<file path="src/verilog/lsi_defines.svh">
// register offsets, field positions, reset values and timing counts of the indicator block
`ifndef LSI_DEFINES_SVH
`define LSI_DEFINES_SVH

// ****************************************************************
// register map
// ****************************************************************
`define LSI_ADDR_W          12
`define LSI_OFS_CTRL        12'h000
`define LSI_OFS_PROGEN      12'h004

// ****************************************************************
// indicator control fields
// ****************************************************************
`define LSI_BIT_COMBINED    15
`define LSI_BIT_POLARITY    14
`define LSI_BIT_DISABLE     13
`define LSI_BIT_SPEED       12
`define LSI_BIT_WAKE        9
`define LSI_BIT_FDLINK      8
`define LSI_BIT_STRETCH     7
`define LSI_BIT_LINK        6
`define LSI_BIT_RXMATCH     5
`define LSI_BIT_TXACT       4
`define LSI_BIT_PROGEN      0

// ****************************************************************
// reset values and masks
// ****************************************************************
`define LSI_CTRL_RESET      32'h0000_0080
`define LSI_CTRL_WMASK      32'h0000_73F0
`define LSI_PROGEN_RESET    1'b0

// ****************************************************************
// timing
// ****************************************************************
`define LSI_CLK_KHZ         25000
`define LSI_STRETCH_MS      20
`define LSI_STRETCH_CYCLES  (`LSI_STRETCH_MS * `LSI_CLK_KHZ)

`endif

</file>
<file path="src/verilog/lsi_pkg.sv">
// types shared by the indicator block
package lsi_pkg;

    // ****************************************************************
    // network event sources
    // ****************************************************************
    typedef struct packed {
        logic speed100;
        logic wakeMode;
        logic wakeDetect;
        logic linkPass;
        logic fullDuplex;
        logic rxMatch;
        logic txActive;
    } lsi_events_s;

    // ****************************************************************
    // led pin drive
    // ****************************************************************
    typedef struct packed {
        logic level;
        logic drvN;
    } lsi_pin_s;

    typedef logic [31:0] lsi_word_t;

endpackage : lsi_pkg

</file>
<file path="src/verilog/lsi_stretch.sv">
// retriggerable pulse stretcher for the indicator pin
`timescale 1ns/1ps
module lsi_stretch #(
    parameter int STRETCH_CYCLES = 500000,
    parameter int CNT_W          = $clog2(STRETCH_CYCLES + 1)
) (
    // clock and reset
    input  wire logic sys_clk,
    input  wire logic rst,
    input  wire logic clkEn,
    // control
    input  wire logic trigger,
    input  wire logic enable,
    // status
    output logic      active
);
    import lsi_pkg::*;

    logic [CNT_W-1:0] cntQ;
    logic [CNT_W-1:0] cntD;

    // ****************************************************************
    // counter
    // ****************************************************************
    always_comb begin
        cntD = cntQ;
        if (!enable) begin
            cntD = '0;                                   // [RULE_12]
        end else if (trigger) begin
            cntD = CNT_W'(STRETCH_CYCLES);               // [RULE_20]
        end else if (cntQ != '0) begin
            cntD = cntQ - CNT_W'(1);
        end
    end

    always_ff @(posedge sys_clk or posedge rst) begin
        if (rst) begin
            cntQ <= '0;
        end else if (clkEn) begin
            cntQ <= cntD;
        end
    end

    assign active = enable && (cntQ != '0);
endmodule : lsi_stretch

</file>
<file path="src/verilog/lsi_top.sv">
// led status indicator: apb register slave, event combiner, stretcher and pin driver
//
// What this block does
// RULE_01: combined state is the OR of all enabled event sources.
// RULE_02: polarity 0: pull pin low when lit, release it otherwise.
// RULE_03: polarity 1: drive pin high when lit, low otherwise.
// RULE_04: readable combined bit reports true as 1 regardless of polarity.
// RULE_05: hard reset clears polarity; soft reset and stop leave it.
// RULE_06: output disable at bit 13 keeps the pin released.
// RULE_07: hard reset clears output disable; soft reset and stop leave it.
// RULE_08: speed enable at bit 12 lights on 100 Mbps operation.
// RULE_09: bits 11 to 10 read zero and are written as zero.
// RULE_10: wake enable at bit 9 lights on wake mode with wake frame.
// RULE_11: full-duplex link enable at bit 8 lights on link pass and full duplex.
// RULE_12: stretch enable at bit 7 lengthens pin lit time, never the status bit.
// RULE_13: hard reset sets stretch enable to 1.
// RULE_14: link enable at bit 6 lights while link passes.
// RULE_15: matched receive enable at bit 5 lights on address-matched receive.
// RULE_16: transmit enable at bit 4 lights on transmit activity.
// RULE_17: hard reset clears all event enables; soft reset and stop leave them.
// RULE_18: control register writes are ignored unless program enable is 1.
// RULE_19: combined status bit is read only.
// RULE_20: stretch is a retriggerable fixed-length counter restarted on each rise.
// RULE_21: combined state and pin are registered, settling one cycle after events.
//
// The APB interface to the registers and the register offsets are this design's own decisions.
`timescale 1ns/1ps
`include "lsi_defines.svh"
module lsi_top #(
    parameter int STRETCH_CYCLES = `LSI_STRETCH_CYCLES
) (
    // clock and reset
    input  wire logic                      sys_clk,
    input  wire logic                      rst,
    input  wire logic                      clkEn,
    // apb slave
    input  wire logic                      psel,
    input  wire logic                      penable,
    input  wire logic                      pwrite,
    input  wire logic [`LSI_ADDR_W-1:0]    paddr,
    input  wire lsi_pkg::lsi_word_t        pwdata,
    output lsi_pkg::lsi_word_t             prdata,
    output logic                           pready,
    output logic                           pslverr,
    // network events
    input  wire lsi_pkg::lsi_events_s      netEvents,
    // led pin
    output lsi_pkg::lsi_pin_s              ledPin
);
    import lsi_pkg::*;

    localparam int NSRC = 6;

    // ****************************************************************
    // declarations
    // ****************************************************************
    lsi_word_t       ctrlQ;
    lsi_word_t       ctrlD;
    logic            progEnQ;
    logic            progEnD;
    lsi_word_t       prdataQ;
    lsi_word_t       prdataD;
    logic            errQ;
    logic            errD;
    logic            rdValidQ;
    logic            rdValidD;
    logic            combinedQ;
    logic            combinedD;
    lsi_pin_s        pinQ;
    lsi_pin_s        pinD;
    logic [NSRC-1:0] srcVec;
    logic [NSRC-1:0] enVec;
    logic [NSRC-1:0] termVec;
    logic            setupPh;
    logic            accessPh;
    logic            wrFire;
    logic            rise;
    logic            stretchOn;
    logic            litD;
    lsi_word_t       ctrlRead;

    // ****************************************************************
    // address decode
    // ****************************************************************
    function automatic logic isHit(input logic [`LSI_ADDR_W-1:0] addr, input logic [`LSI_ADDR_W-1:0] ofs);
        isHit = (addr[`LSI_ADDR_W-1:2] == ofs[`LSI_ADDR_W-1:2]);
    endfunction : isHit

    // ****************************************************************
    // apb handshake
    // ****************************************************************
    assign setupPh  = psel && !penable;
    assign accessPh = psel && penable;
    assign pready   = accessPh && rdValidQ && clkEn;
    assign pslverr  = pready && errQ;
    assign wrFire   = pready && pwrite;
    assign prdata   = prdataQ;

    // readback image with the live status bit and reserved bits at zero
    always_comb begin
        ctrlRead = ctrlQ & `LSI_CTRL_WMASK;                          // [RULE_09]
        ctrlRead[`LSI_BIT_COMBINED] = combinedQ;                     // [RULE_04]
    end

    always_comb begin
        prdataD  = prdataQ;
        errD     = errQ;
        rdValidD = rdValidQ;
        // an access whose setup was missed while frozen is loaded here
        if (setupPh || (accessPh && !rdValidQ)) begin
            rdValidD = 1'b1;
            errD     = 1'b0;
            prdataD  = '0;
            if (isHit(paddr, `LSI_OFS_CTRL)) begin
                prdataD = pwrite ? '0 : ctrlRead;
            end else if (isHit(paddr, `LSI_OFS_PROGEN)) begin
                prdataD = pwrite ? '0 : {31'h0000_0000, progEnQ};
            end else begin
                errD = 1'b1;
            end
        end else if (pready) begin
            rdValidD = 1'b0;
        end
    end

    always_ff @(posedge sys_clk or posedge rst) begin
        if (rst) begin
            prdataQ  <= '0;
            errQ     <= 1'b0;
            rdValidQ <= 1'b0;
        end else if (clkEn) begin
            prdataQ  <= prdataD;
            errQ     <= errD;
            rdValidQ <= rdValidD;
        end
    end

    // ****************************************************************
    // control registers
    // ****************************************************************
    always_comb begin
        ctrlD   = ctrlQ;
        progEnD = progEnQ;
        if (wrFire && isHit(paddr, `LSI_OFS_CTRL) && progEnQ) begin  // [RULE_18]
            ctrlD = pwdata & `LSI_CTRL_WMASK;                        // [RULE_09] [RULE_19]
        end
        if (wrFire && isHit(paddr, `LSI_OFS_PROGEN)) begin
            progEnD = pwdata[`LSI_BIT_PROGEN];
        end
    end

    // only hard reset touches these; soft reset and stop have no path here
    always_ff @(posedge sys_clk or posedge rst) begin
        if (rst) begin
            ctrlQ   <= `LSI_CTRL_RESET;                              // [RULE_05] [RULE_07] [RULE_13] [RULE_17]
            progEnQ <= `LSI_PROGEN_RESET;
        end else if (clkEn) begin
            ctrlQ   <= ctrlD;
            progEnQ <= progEnD;
        end
    end

    // ****************************************************************
    // event combiner
    // ****************************************************************
    assign srcVec = {netEvents.speed100,                                    // [RULE_08]
                     netEvents.wakeMode && netEvents.wakeDetect,            // [RULE_10]
                     netEvents.linkPass && netEvents.fullDuplex,            // [RULE_11]
                     netEvents.linkPass,                                    // [RULE_14]
                     netEvents.rxMatch,                                     // [RULE_15]
                     netEvents.txActive};                                   // [RULE_16]
    assign enVec  = {ctrlQ[`LSI_BIT_SPEED], ctrlQ[`LSI_BIT_WAKE], ctrlQ[`LSI_BIT_FDLINK],
                     ctrlQ[`LSI_BIT_LINK], ctrlQ[`LSI_BIT_RXMATCH], ctrlQ[`LSI_BIT_TXACT]};

    for (genvar i = 0; i < NSRC; i++) begin : g_term
        assign termVec[i] = srcVec[i] && enVec[i];
    end

    assign combinedD = |termVec;                                     // [RULE_01]
    assign rise      = combinedD && !combinedQ;

    // ****************************************************************
    // pulse stretcher
    // ****************************************************************
    lsi_stretch #(
        .STRETCH_CYCLES (STRETCH_CYCLES)
    ) u_stretch (
        .sys_clk (sys_clk),
        .rst     (rst),
        .clkEn   (clkEn),
        .trigger (rise),                                             // [RULE_20]
        .enable  (ctrlQ[`LSI_BIT_STRETCH]),                          // [RULE_12]
        .active  (stretchOn)
    );

    assign litD = combinedD || stretchOn;                            // [RULE_12]

    // ****************************************************************
    // pin driver
    // ****************************************************************
    always_comb begin
        pinD = '{level: 1'b0, drvN: 1'b1};
        if (ctrlQ[`LSI_BIT_DISABLE]) begin
            pinD = '{level: 1'b0, drvN: 1'b1};                       // [RULE_06]
        end else if (ctrlQ[`LSI_BIT_POLARITY]) begin
            pinD = '{level: litD, drvN: 1'b0};                       // [RULE_03]
        end else begin
            pinD = '{level: 1'b0, drvN: !litD};                      // [RULE_02]
        end
    end

    always_ff @(posedge sys_clk or posedge rst) begin
        if (rst) begin
            combinedQ <= 1'b0;
            pinQ      <= '{level: 1'b0, drvN: 1'b1};
        end else if (clkEn) begin
            combinedQ <= combinedD;                                  // [RULE_21]
            pinQ      <= pinD;                                       // [RULE_21]
        end
    end

    assign ledPin = pinQ;
endmodule : lsi_top

</file>
<file path="config.mk">
export PLATFORM = sky130hd
export DESIGN_NAME = lsi_top
export DESIGN_NICKNAME = d
export VERILOG_FILES = /design/src/verilog/lsi_pkg.sv /design/src/verilog/lsi_stretch.sv /design/src/verilog/lsi_top.sv
export VERILOG_INCLUDE_DIRS = /design/src /design/src/verilog
export SDC_FILE = /design/constraint.sdc
export NUM_CORES = 1
export LEC_CHECK = 0
export ABC_AREA = 1
export ABC_CLOCK_PERIOD_IN_PS = 3500
export BUFFER_PORTS_ARGS = -buffer_cell sky130_fd_sc_hd__buf_2
export CAP_MARGIN = 10
export CORE_UTILIZATION = 50
export DETAILED_ROUTE_END_ITERATION = 12
export GPL_ROUTABILITY_DRIVEN = 0
export PLACE_DENSITY = 0.84
export SYNTH_ARGS = -nofsm -noshare
export SYNTH_HDL_FRONTEND = slang
export SYNTH_SLANG_ARGS = --single-unit
</file>
<file path="constraint.sdc">
create_clock -name sys_clk -period 3.5 [get_ports sys_clk]
set_input_delay 0.175 -clock sys_clk [delete_from_list [all_inputs] [get_ports sys_clk]]
set_output_delay 0.175 -clock sys_clk [all_outputs]
set_load 0.01 [all_outputs]
</file>
==> results.cfg, run 1 <==
[outcome]
outcome = finished, violations left
violations = hold timing

[die]
fp-row-count = 26
core_area_um2 = 5140
die_w_um = 75.50
fp.dieH_um = 75.50
die_area_um2 = 5700
io_pins = 93
start_util_pct = 52.56

[timing]
rsz0062_at_grt = false
worst_slack_ns = 1.324
final_hold_viol_count = 16
clock.fmax_mhz = 459.5
timing.hold.ws_ns = -0.005012
finClkSkew_ns = 0.007306
min_period_ns = 2.176
slew_violations = 0
slew_headroom_pct = 47.53
period_share_pct = 62.18
setup_viol = 0
tns_ns = 0
tightest_slew_ns = 0.7841

[clocking]
htree_levels = 2
clock-root-buffer = clkbuf_8
cts_num_sinks = 45
clk_latency_ns = 0.30
hold_buffers = 0
cts_tree = done
clk_pin_slew_ns = 0.09
postCtsResizedCells = 0
numCtsBuffers = 5
post-cts-setup-buffer-count = 0
ctsLongestPathBuffers = 2

[drt]
firstDrtPassIters = 4
ant_nets = 0
drt_wl_total_um = 5354
vias_per_cell = 4.920
drt-initial-drc-count = 100
wl_per_cell_um = 11.27
drc = 0
vias = 2337

[synth]
synthesis.area_um2 = 2701
synth-edff-count = 0
synth_top_family_by_area = simple AND/OR/NAND/NOR gates
synth_cells = 360
synthTopCellsByCount = nand2_1 (126), dfrtp_1 (43), nor2_1 (33), nand3_1 (31), buf_4 (22)
synthMuxAreaShare_pct = 0
synth_largest_area_cell = dfrtp_1
synth_xor_area_share_pct = 0.9727
synth.top_cell.area_share_pct = 39.83
synthArstFlopShare_pct = 100.0
synth-adder-area-share_pct = 0.4632
synthSimpleGateAreaFrac_pct = 38.26
synth-compound-area-share_pct = 6.901
synthFlopType = dfrtp_1
synth_seq_cells = 45
ys_types = 37
avgSynthCellArea_um2 = 7.504
synthTopCellsByArea = dfrtp_1 (40%), nand2_1 (18%), buf_4 (6.1%)
ys_seq_area_share_pct = 41.78
yosysWarnings = 0
post-synth-top-count-cell = nand2_1

[critical_path]
ff2ff_path_depth = 9
crit_top_cell = nand2_1
cpMaxStageDelayCell = nand2_1
arrival_ns = 2.40
critPathMaxStageDelay_ns = 0.53
r2r_start = ctrlQ[12]
r2r_end = u_stretch.cntQ[14]
rrSetupSlack_ns = 1.32
crit_chain = nand2_1 > nand2_1 > nor2_1 > nand3_1 > nand2_1 > nand3_2 > nand2_4 > nand2_1 > o21ai_2
required_ns = 3.72
cp_max_fo = 36
crit_path_end_kind = register
worstSetupStartpointType = register
path_class = register to register

[global_route]
grt_usage_pct = 22.18
grt_use_met3_pct = 3.704
antenna_found_initial = 0
grt_max_degree = 46
grt-ovfl-total = 0
grt_pass1_wl_um = 9611
grt.busiest_layer = met2
grtUsageMet1_pct = 26.74
grt_pass1_vias = 2255
grt_use_met2_pct = 39.98

[place]
placed_cell_area_um2 = 2883
dpl.hpwl_um = 3876
pre_cts_slack_ns = 1.341
numPortBuffers = 47
dp_cells = 467

[finish]
diodes = 0
area_growth_pct = 10.38
finalNonFillerCells = 475
stdcell_area_um2 = 2982
nets = 462
drive_gt1_share_pct = 20.99

[power]
p_per_area_nw_per_um2 = 525.1
peakVddDrop_mv = 0.2799
power.total_w = 0.001566
p_leak_nw = 1.616

[worst_hold_path]
hold_class = primary input to asynchronous set/reset pin

[job]
cap_violations = 0
==> stage by stage <==
stage | hold WS [ns] | util (%)
after global routing | 0.05907 | 58.01
after global placement | 0.3482 | 56.09
after detailed placement | 0.3459 | 56.09
final | -0.005012 | 58.01
after floorplan | 0.2755 | -
after CTS | 0.01007 | 58.01
==> where the power goes <==
group	internal, W	leakage, nW	total, W	switching, W
sequential	0.000591	0.581	0.000685	0.0000939
clock	0.000163	0.0478	0.000350	0.000188
combinational	0.000202	0.987	0.000530	0.000329
total	0.000956	1.62	0.00157	0.000610
==> registers in the layout, summed over array words and instances (netlist names) <==
| register | flops |
|---|---|
| combinedQ | 1 |
| ctrlQ | 9 |
| errQ | 1 |
| ledPin | 2 |
| prdata | 11 |
| progEnQ | 1 |
| rdValidQ | 1 |
| u_stretch.cntQ | 19 |
==> worst max path at each step <==
stage / startpoint / to / slack (ns) / cells after the start
detailed placement: ctrlQ[4] / u_stretch.cntQ[2] / 1.34 / 8
global placement: ctrlQ[12] / u_stretch.cntQ[2] / 1.41 / 8
floorplan: u_stretch.cntQ[0] / u_stretch.cntQ[1] / 1.84 / 10
finish: ctrlQ[12] / u_stretch.cntQ[14] / 1.32 / 9
CTS: ctrlQ[12] / u_stretch.cntQ[2] / 1.32 / 8
global route: ctrlQ[5] / u_stretch.cntQ[14] / 1.09 / 9
==> layer usage <==
| metal | routed length, um | vias to the layer above |
|---|---|---|
| met5 | 0 | - |
| met3 | 198 | 6 |
| met2 | 2750 | 57 |
| met1 | 2350 | 1072 |
| li1 | - | 1202 |
| met4 | 55 | 0 |
==> critical path, delay by kind of cell (launching register included) <==
family | cells | cell delay, ns
and+or+nand+nor | 8 | 1.60
DFF | 1 | 0.41
AOI/OAI and AO/OA | 1 | 0.08
==> layout make-up <==
class                   count  area (um^2)
clock buffers               6        82.58
clock inverters             2        16.27
fillers                   490         2158
inverters                  23        86.33
multi-input cells         281         1338
flip-flops and latches     45         1129
well taps                  70        87.58
repair buffers             48        242.7
==> cells in the final DEF, fill, tap and decap left out, types with 4 or more instances in the layout <==
cell type | synthesis | layout
o21ai_0 | 4 | 4
inv_1 | 19 | 18
dfrtp_1 | 43 | 43
o21ai_2 | 8 | 8
o21ai_1 | 10 | 10
conb_1 | 1 | 21
nor2_1 | 33 | 33
nand3b_1 | 4 | 4
nand3_1 | 31 | 31
buf_2 | 2 | 47
nand2_1 | 126 | 126
clkbuf_8 | 0 | 6
nand4_1 | 11 | 11
==> logic make-up after synthesis <==
kind of cell,count (synthesis)
and+or+nand+nor,227
adders and majority gates,1
buffers and inverters,54
AOI/OAI and AO/OA,29
other,1
DFF,45
xor gates and xnor gates,3
(Power assumes the default switching activity.)
==> run 2, diff against run 1 <==
--- a/config.mk
+++ b/config.mk
@@ -7,7 +7,7 @@
 export NUM_CORES = 1
 export LEC_CHECK = 0
 export ABC_AREA = 1
-export ABC_CLOCK_PERIOD_IN_PS = 3500
+export ABC_CLOCK_PERIOD_IN_PS = 2270
 export BUFFER_PORTS_ARGS = -buffer_cell sky130_fd_sc_hd__buf_2
 export CAP_MARGIN = 10
 export CORE_UTILIZATION = 50
==> constraint.sdc (replaced) <==
create_clock -name sys_clk -period 2.27 [get_ports sys_clk]
set_input_delay 0.1135 -clock sys_clk [delete_from_list [all_inputs] [get_ports sys_clk]]
set_output_delay 0.1135 -clock sys_clk [all_outputs]
set_load 0.01 [all_outputs]
==> results.cfg, run 2 (synthesized netlist as in run 1, its figures left out) <==
[critical_path]
required_ns = 2.49
cpMaxStageDelayCell = dfrtp_1
crit_path_end_kind = register
critPathTopFamily = simple AND/OR/NAND/NOR gates
worstSetupStartpointType = register
arrival_ns = 2.18
critPathMaxStageDelay_ns = 0.38
cp_max_fo = 36
path_class = register to register
crit_top_cell = nand2_4
crit_buf_inv = 1
crit_chain = inv_1 > ha_1 > nand2_4 > nor2_8 > nand2_2 > nor2_4 > nand3_2 > nand2_4 > nand2_1 > o21ai_2

[power]
p_per_area_nw_per_um2 = 787.8
p_leak_nw = 1.634
pwr-share-comb_pct = 34.7
seq_power_share_pct = 44.5
power_switching_w = 0.0009312
p_clk_share_pct = 20.7
p_int_w = 0.001446
swShare_pct = 39.17
peakVddDrop_mv = 0.4710

[die]
fp.dieH_um = 75.50
die_w_um = 75.50
start_util_pct = 52.56
core_area_um2 = 5140
fp-row-count = 26
io_pins = 93
die_area_um2 = 5700

[place]
dpl.hpwl_um = 3961
numPortBuffers = 47
pre_cts_slack_ns = 0.3508

[global_route]
antenna_found_initial = 0
grt_usage_pct = 21.73
grt_pass1_wl_um = 9542
grt_pass1_vias = 2251
grt_max_degree = 37
grt-ovfl-total = 0

[finish]
largest_reg_flops = 19
area_growth_pct = 11.72
nets = 468
nFillCells = 488
final_cell_mix = nand2_1 (126), buf_2 (47), dfrtp_1 (43), nor2_1 (33), nand3_1 (31)
drive_gt1_share_pct = 21.65
diodes = 0
final_common_cell = nand2_1
top_register = u_stretch.cntQ

[clocking]
ctsLongestPathBuffers = 2
clk_latency_ns = 0.30
clock-root-buffer = clkbuf_8
cts_num_sinks = 45
clk_pin_slew_ns = 0.08
numCtsBuffers = 5
post-cts-setup-buffer-count = 0
htree_levels = 2
cts_tree = done
hold_buffers = 1
postCtsResizedCells = 0

[timing]
setup_viol = 0
rsz0062_at_grt = false
slew_headroom_pct = 33.70
tns_ns = 0
clock.fmax_mhz = 512.0
slew_violations = 0
min_period_ns = 1.953
finClkSkew_ns = 0.006760
tightest_slew_ns = 0.9883
period_share_pct = 86.03
final_hold_viol_count = 0
worst_slack_ns = 0.3170

[outcome]
outcome = complete, no violations

[job]
cap_violations = 0

[drt]
ant_nets = 0
drc = 0
wl_per_cell_um = 11.18
vias = 2378
vias_per_cell = 4.944
drt-initial-drc-count = 167
firstDrtPassIters = 5
drt_wl_total_um = 5377

[worst_hold_path]
hold_class = primary input to register
## run 2: cell types whose count changed in the layout (fill, tap and decap cells not counted), sizes merged
cell / delta
dlygate4sd3: +1
buf: +5
clkinvlp: +1
inv: -1
## run 2: power groups by stage
stage | sequential, W | clock [W] | combinational (W)
after detailed placement | 0.00107 | 0 | 0.000822
after CTS | 0.00105 | 0.000504 | 0.000827
after global routing | 0.00108 | 0.000535 | 0.000958
final | 0.00106 | 0.000493 | 0.000826
after global placement | 0.00107 | 0 | 0.000790
after floorplan | 0.00104 | 0 | 0.000710
## run 2: final timing paths
check / end / slack (ns) / depth (start not counted) / startpoint
hold reg to reg: prdata[7] / 0.48 / 2 / prdata[7]
setup / recovery: u_stretch.cntQ[8] / 0.32 / 10 / u_stretch.cntQ[0]
setup reg to reg: u_stretch.cntQ[8] / 0.32 / 10 / u_stretch.cntQ[0]
hold / removal: ctrlQ[8] / 0.01 / 3 / pwdata[8]
min in group asynchronous: rdValidQ / 0.45 / 3 / rst
max in group asynchronous: u_stretch.cntQ[7] / 1.18 / 4 / rst
## run 2: per-stage QoR
step	cells	hold WS (ns)	power [W]	util, %	instance area (um^2)
floorplan	380	0.2140	0.001746	-	2776
global placement	472	0.2563	0.001855	56.82	2920
detailed placement	472	0.2574	0.001891	56.82	2920
CTS	481	0.006642	0.002386	58.71	3018
global route	481	0.008812	0.002569	58.71	3018
finish	481	0.01039	0.002378	58.71	3018
## run 2: routing by layer
metal,wire length (um),global-route usage [%]
met5,0,0
met4,51,5.350
met3,214,4.233
met2,2790,39.58
met1,2321,26.47
## run 2: layout make-up
class                   instances  area (um^2)  area share [%]
clock buffers                   6        72.57           2.405
clock inverters                 2        15.01          0.4975
well taps                      70        87.58           2.902
multi-input cells             281         1338           44.32
repair buffers                 54        290.3           9.619
flip-flops and latches         45         1129           37.40
inverters                      23        86.33           2.861
## run 2: worst reg2reg max path: stages, from the launching register on
cell and delay (ns):
dfrtp_1 0.38, inv_1 0.14, ha_1 0.28, nand2_4 0.10, nor2_8 0.17, nand2_2 0.09
nor2_4 0.10, nand3_2 0.10, nand2_4 0.33, nand2_1 0.12, o21ai_2 0.08
==> run 3, diff against run 2 <==
--- a/config.mk
+++ b/config.mk
@@ -13,6 +13,7 @@
 export CORE_UTILIZATION = 50
 export DETAILED_ROUTE_END_ITERATION = 12
 export GPL_ROUTABILITY_DRIVEN = 0
+export GPL_TIMING_DRIVEN = 0
 export PLACE_DENSITY = 0.84
 export SYNTH_ARGS = -nofsm -noshare
 export SYNTH_HDL_FRONTEND = slang
==> results.cfg, run 3 (synthesized netlist as in run 1, its figures left out) <==
[finish]
finalNonFillerCells = 506
final_cell_mix = nand2_1 (126), buf_2 (48), dfrtp_1 (43), nor2_1 (33), nand3_1 (31)
final_common_cell = nand2_1
drive_gt1_share_pct = 25.69
nFillCells = 469
stdcell_area_um2 = 3211
post-route-util_pct = 62.46
largest_reg_flops = 19
area_growth_pct = 18.85
diodes = 0
top_register = u_stretch.cntQ
nets = 493

[timing]
clock.fmax_mhz = 516.6
period_share_pct = 85.28
finClkSkew_ns = 0.008969
min_period_ns = 1.936
final_hold_viol_count = 0
rsz0062_at_grt = false
setup_viol = 0
slew_headroom_pct = 66.33
tns_ns = 0
slew_violations = 0
worst_slack_ns = 0.3342
tightest_slew_ns = 0.5050

[clocking]
postCtsResizedCells = 0
clk_latency_ns = 0.30
numCtsBuffers = 5
cts_tree = done
cts_num_sinks = 45
htree_levels = 2
ctsLongestPathBuffers = 2
clk_pin_slew_ns = 0.09
clock-root-buffer = clkbuf_8

[worst_hold_path]
hp-start = pwdata[13]
holdPathEnd = ctrlQ[13]
hold_class = primary input to register
min_path_cells = 3

[global_route]
grt_usage_pct = 23.92
grt_pass1_wl_um = 10240
grt_max_degree = 34
grt-ovfl-total = 0
grt_pass1_vias = 2332
antenna_found_initial = 0

[die]
fp.dieH_um = 75.50
start_util_pct = 52.56
io_pins = 93
die_w_um = 75.50
core_area_um2 = 5140
die_area_um2 = 5700
fp-row-count = 26

[place]
placed_cell_area_um2 = 3114
dpl.hpwl_um = 4406
numPortBuffers = 46
pre_cts_slack_ns = 0.3425
dp_cells = 497

[critical_path]
path_class = register to register
crit_path_end_kind = register
r2r_end = u_stretch.cntQ[1]
arrival_ns = 2.12
worstSetupStartpointType = register
cp_max_fo = 10
ff2ff_path_depth = 10
required_ns = 2.46
rrSetupSlack_ns = 0.33
r2r_start = u_stretch.cntQ[0]

[drt]
vias_per_cell = 4.824
vias = 2441
ant_nets = 0
drt_wl_total_um = 5805
drt-initial-drc-count = 198
wl_per_cell_um = 11.47
drc = 0
firstDrtPassIters = 5

[power]
p_leak_nw = 1.770
peakVddDrop_mv = 0.3466
p_per_area_nw_per_um2 = 753.9

[outcome]
outcome = complete, no violations

[job]
cap_violations = 0
## run 3: cell count changes in the layout (fill, tap and decap cells not counted), sizes merged
cell	delta
clkbuf	+3
buf	+21
inv	+1
clkinvlp	-1
clkinv	+1
## run 3: area by class of cell
class                           instances  area (um^2)  share of cell area (%)
Multi-Input combinational cell        281         1338                   41.66
Sequential cell                        45         1129                   35.15
Timing Repair Buffer                   48        260.3                   8.106
Buffer                                 31        224.0                   6.976
Tap cell                               70        87.58                   2.728
Inverter                               23        86.33                   2.689
Clock buffer                            5        68.82                   2.143
Clock inverter                          3        17.52                  0.5456
## run 3: layer usage
| metal | vias to the layer above | track usage, % | share of wire (%) |
|---|---|---|---|
| li1 | 1260 | - | - |
| met3 | 9 | 3.968 | 5.0 |
| met4 | 0 | 8.436 | 1.4 |
| met2 | 72 | 42.36 | 51 |
| met5 | - | 0 | 0 |
| met1 | 1100 | 29.55 | 42 |
## run 3: timing repair
action | in CTS | in global routing
hold buffers | 1 | 0
buffers inserted | 0 | 0
endpoints found under the hold margin | 12 | 0
## run 3: how the worst max path moves through the flow
stage	slack, ns	cells past startpoint	to	from
after floorplan	0.61	10	u_stretch.cntQ[1]	u_stretch.cntQ[0]
after global placement	0.42	10	u_stretch.cntQ[0]	u_stretch.cntQ[0]
after detailed placement	0.34	10	u_stretch.cntQ[0]	u_stretch.cntQ[0]
after CTS	0.33	10	u_stretch.cntQ[1]	u_stretch.cntQ[0]
after global routing	0.17	11	u_stretch.cntQ[13]	u_stretch.cntQ[0]
final	0.33	10	u_stretch.cntQ[1]	u_stretch.cntQ[0]
## run 3: power breakdown
group / switching (W) / internal, W
logic: 0.000528 / 0.000346
clock network: 0.000277 / 0.000213
registers: 0.000144 / 0.000912
total: 0.000950 / 0.00147
## run 3: per-stage QoR
step | total power [W] | hold slack (ns)
floorplan | 0.001746 | 0.2140
global placement | 0.001889 | 0.3159
detailed placement | 0.001937 | 0.07898
CTS | 0.002428 | 0.001844
global route | 0.002625 | 0.006107
finish | 0.002420 | 0.009849
## run 3: worst max-delay path, cell delays in order (launching register included)
cell,delay [ns]
dfrtp_1,0.38
inv_1,0.15
ha_1,0.29
nand2_4,0.10
nor2_8,0.17
nand2_2,0.08
nor2_4,0.10
nand3_2,0.10
nand2_4,0.17
buf_6,0.19
o21ai_1,0.08
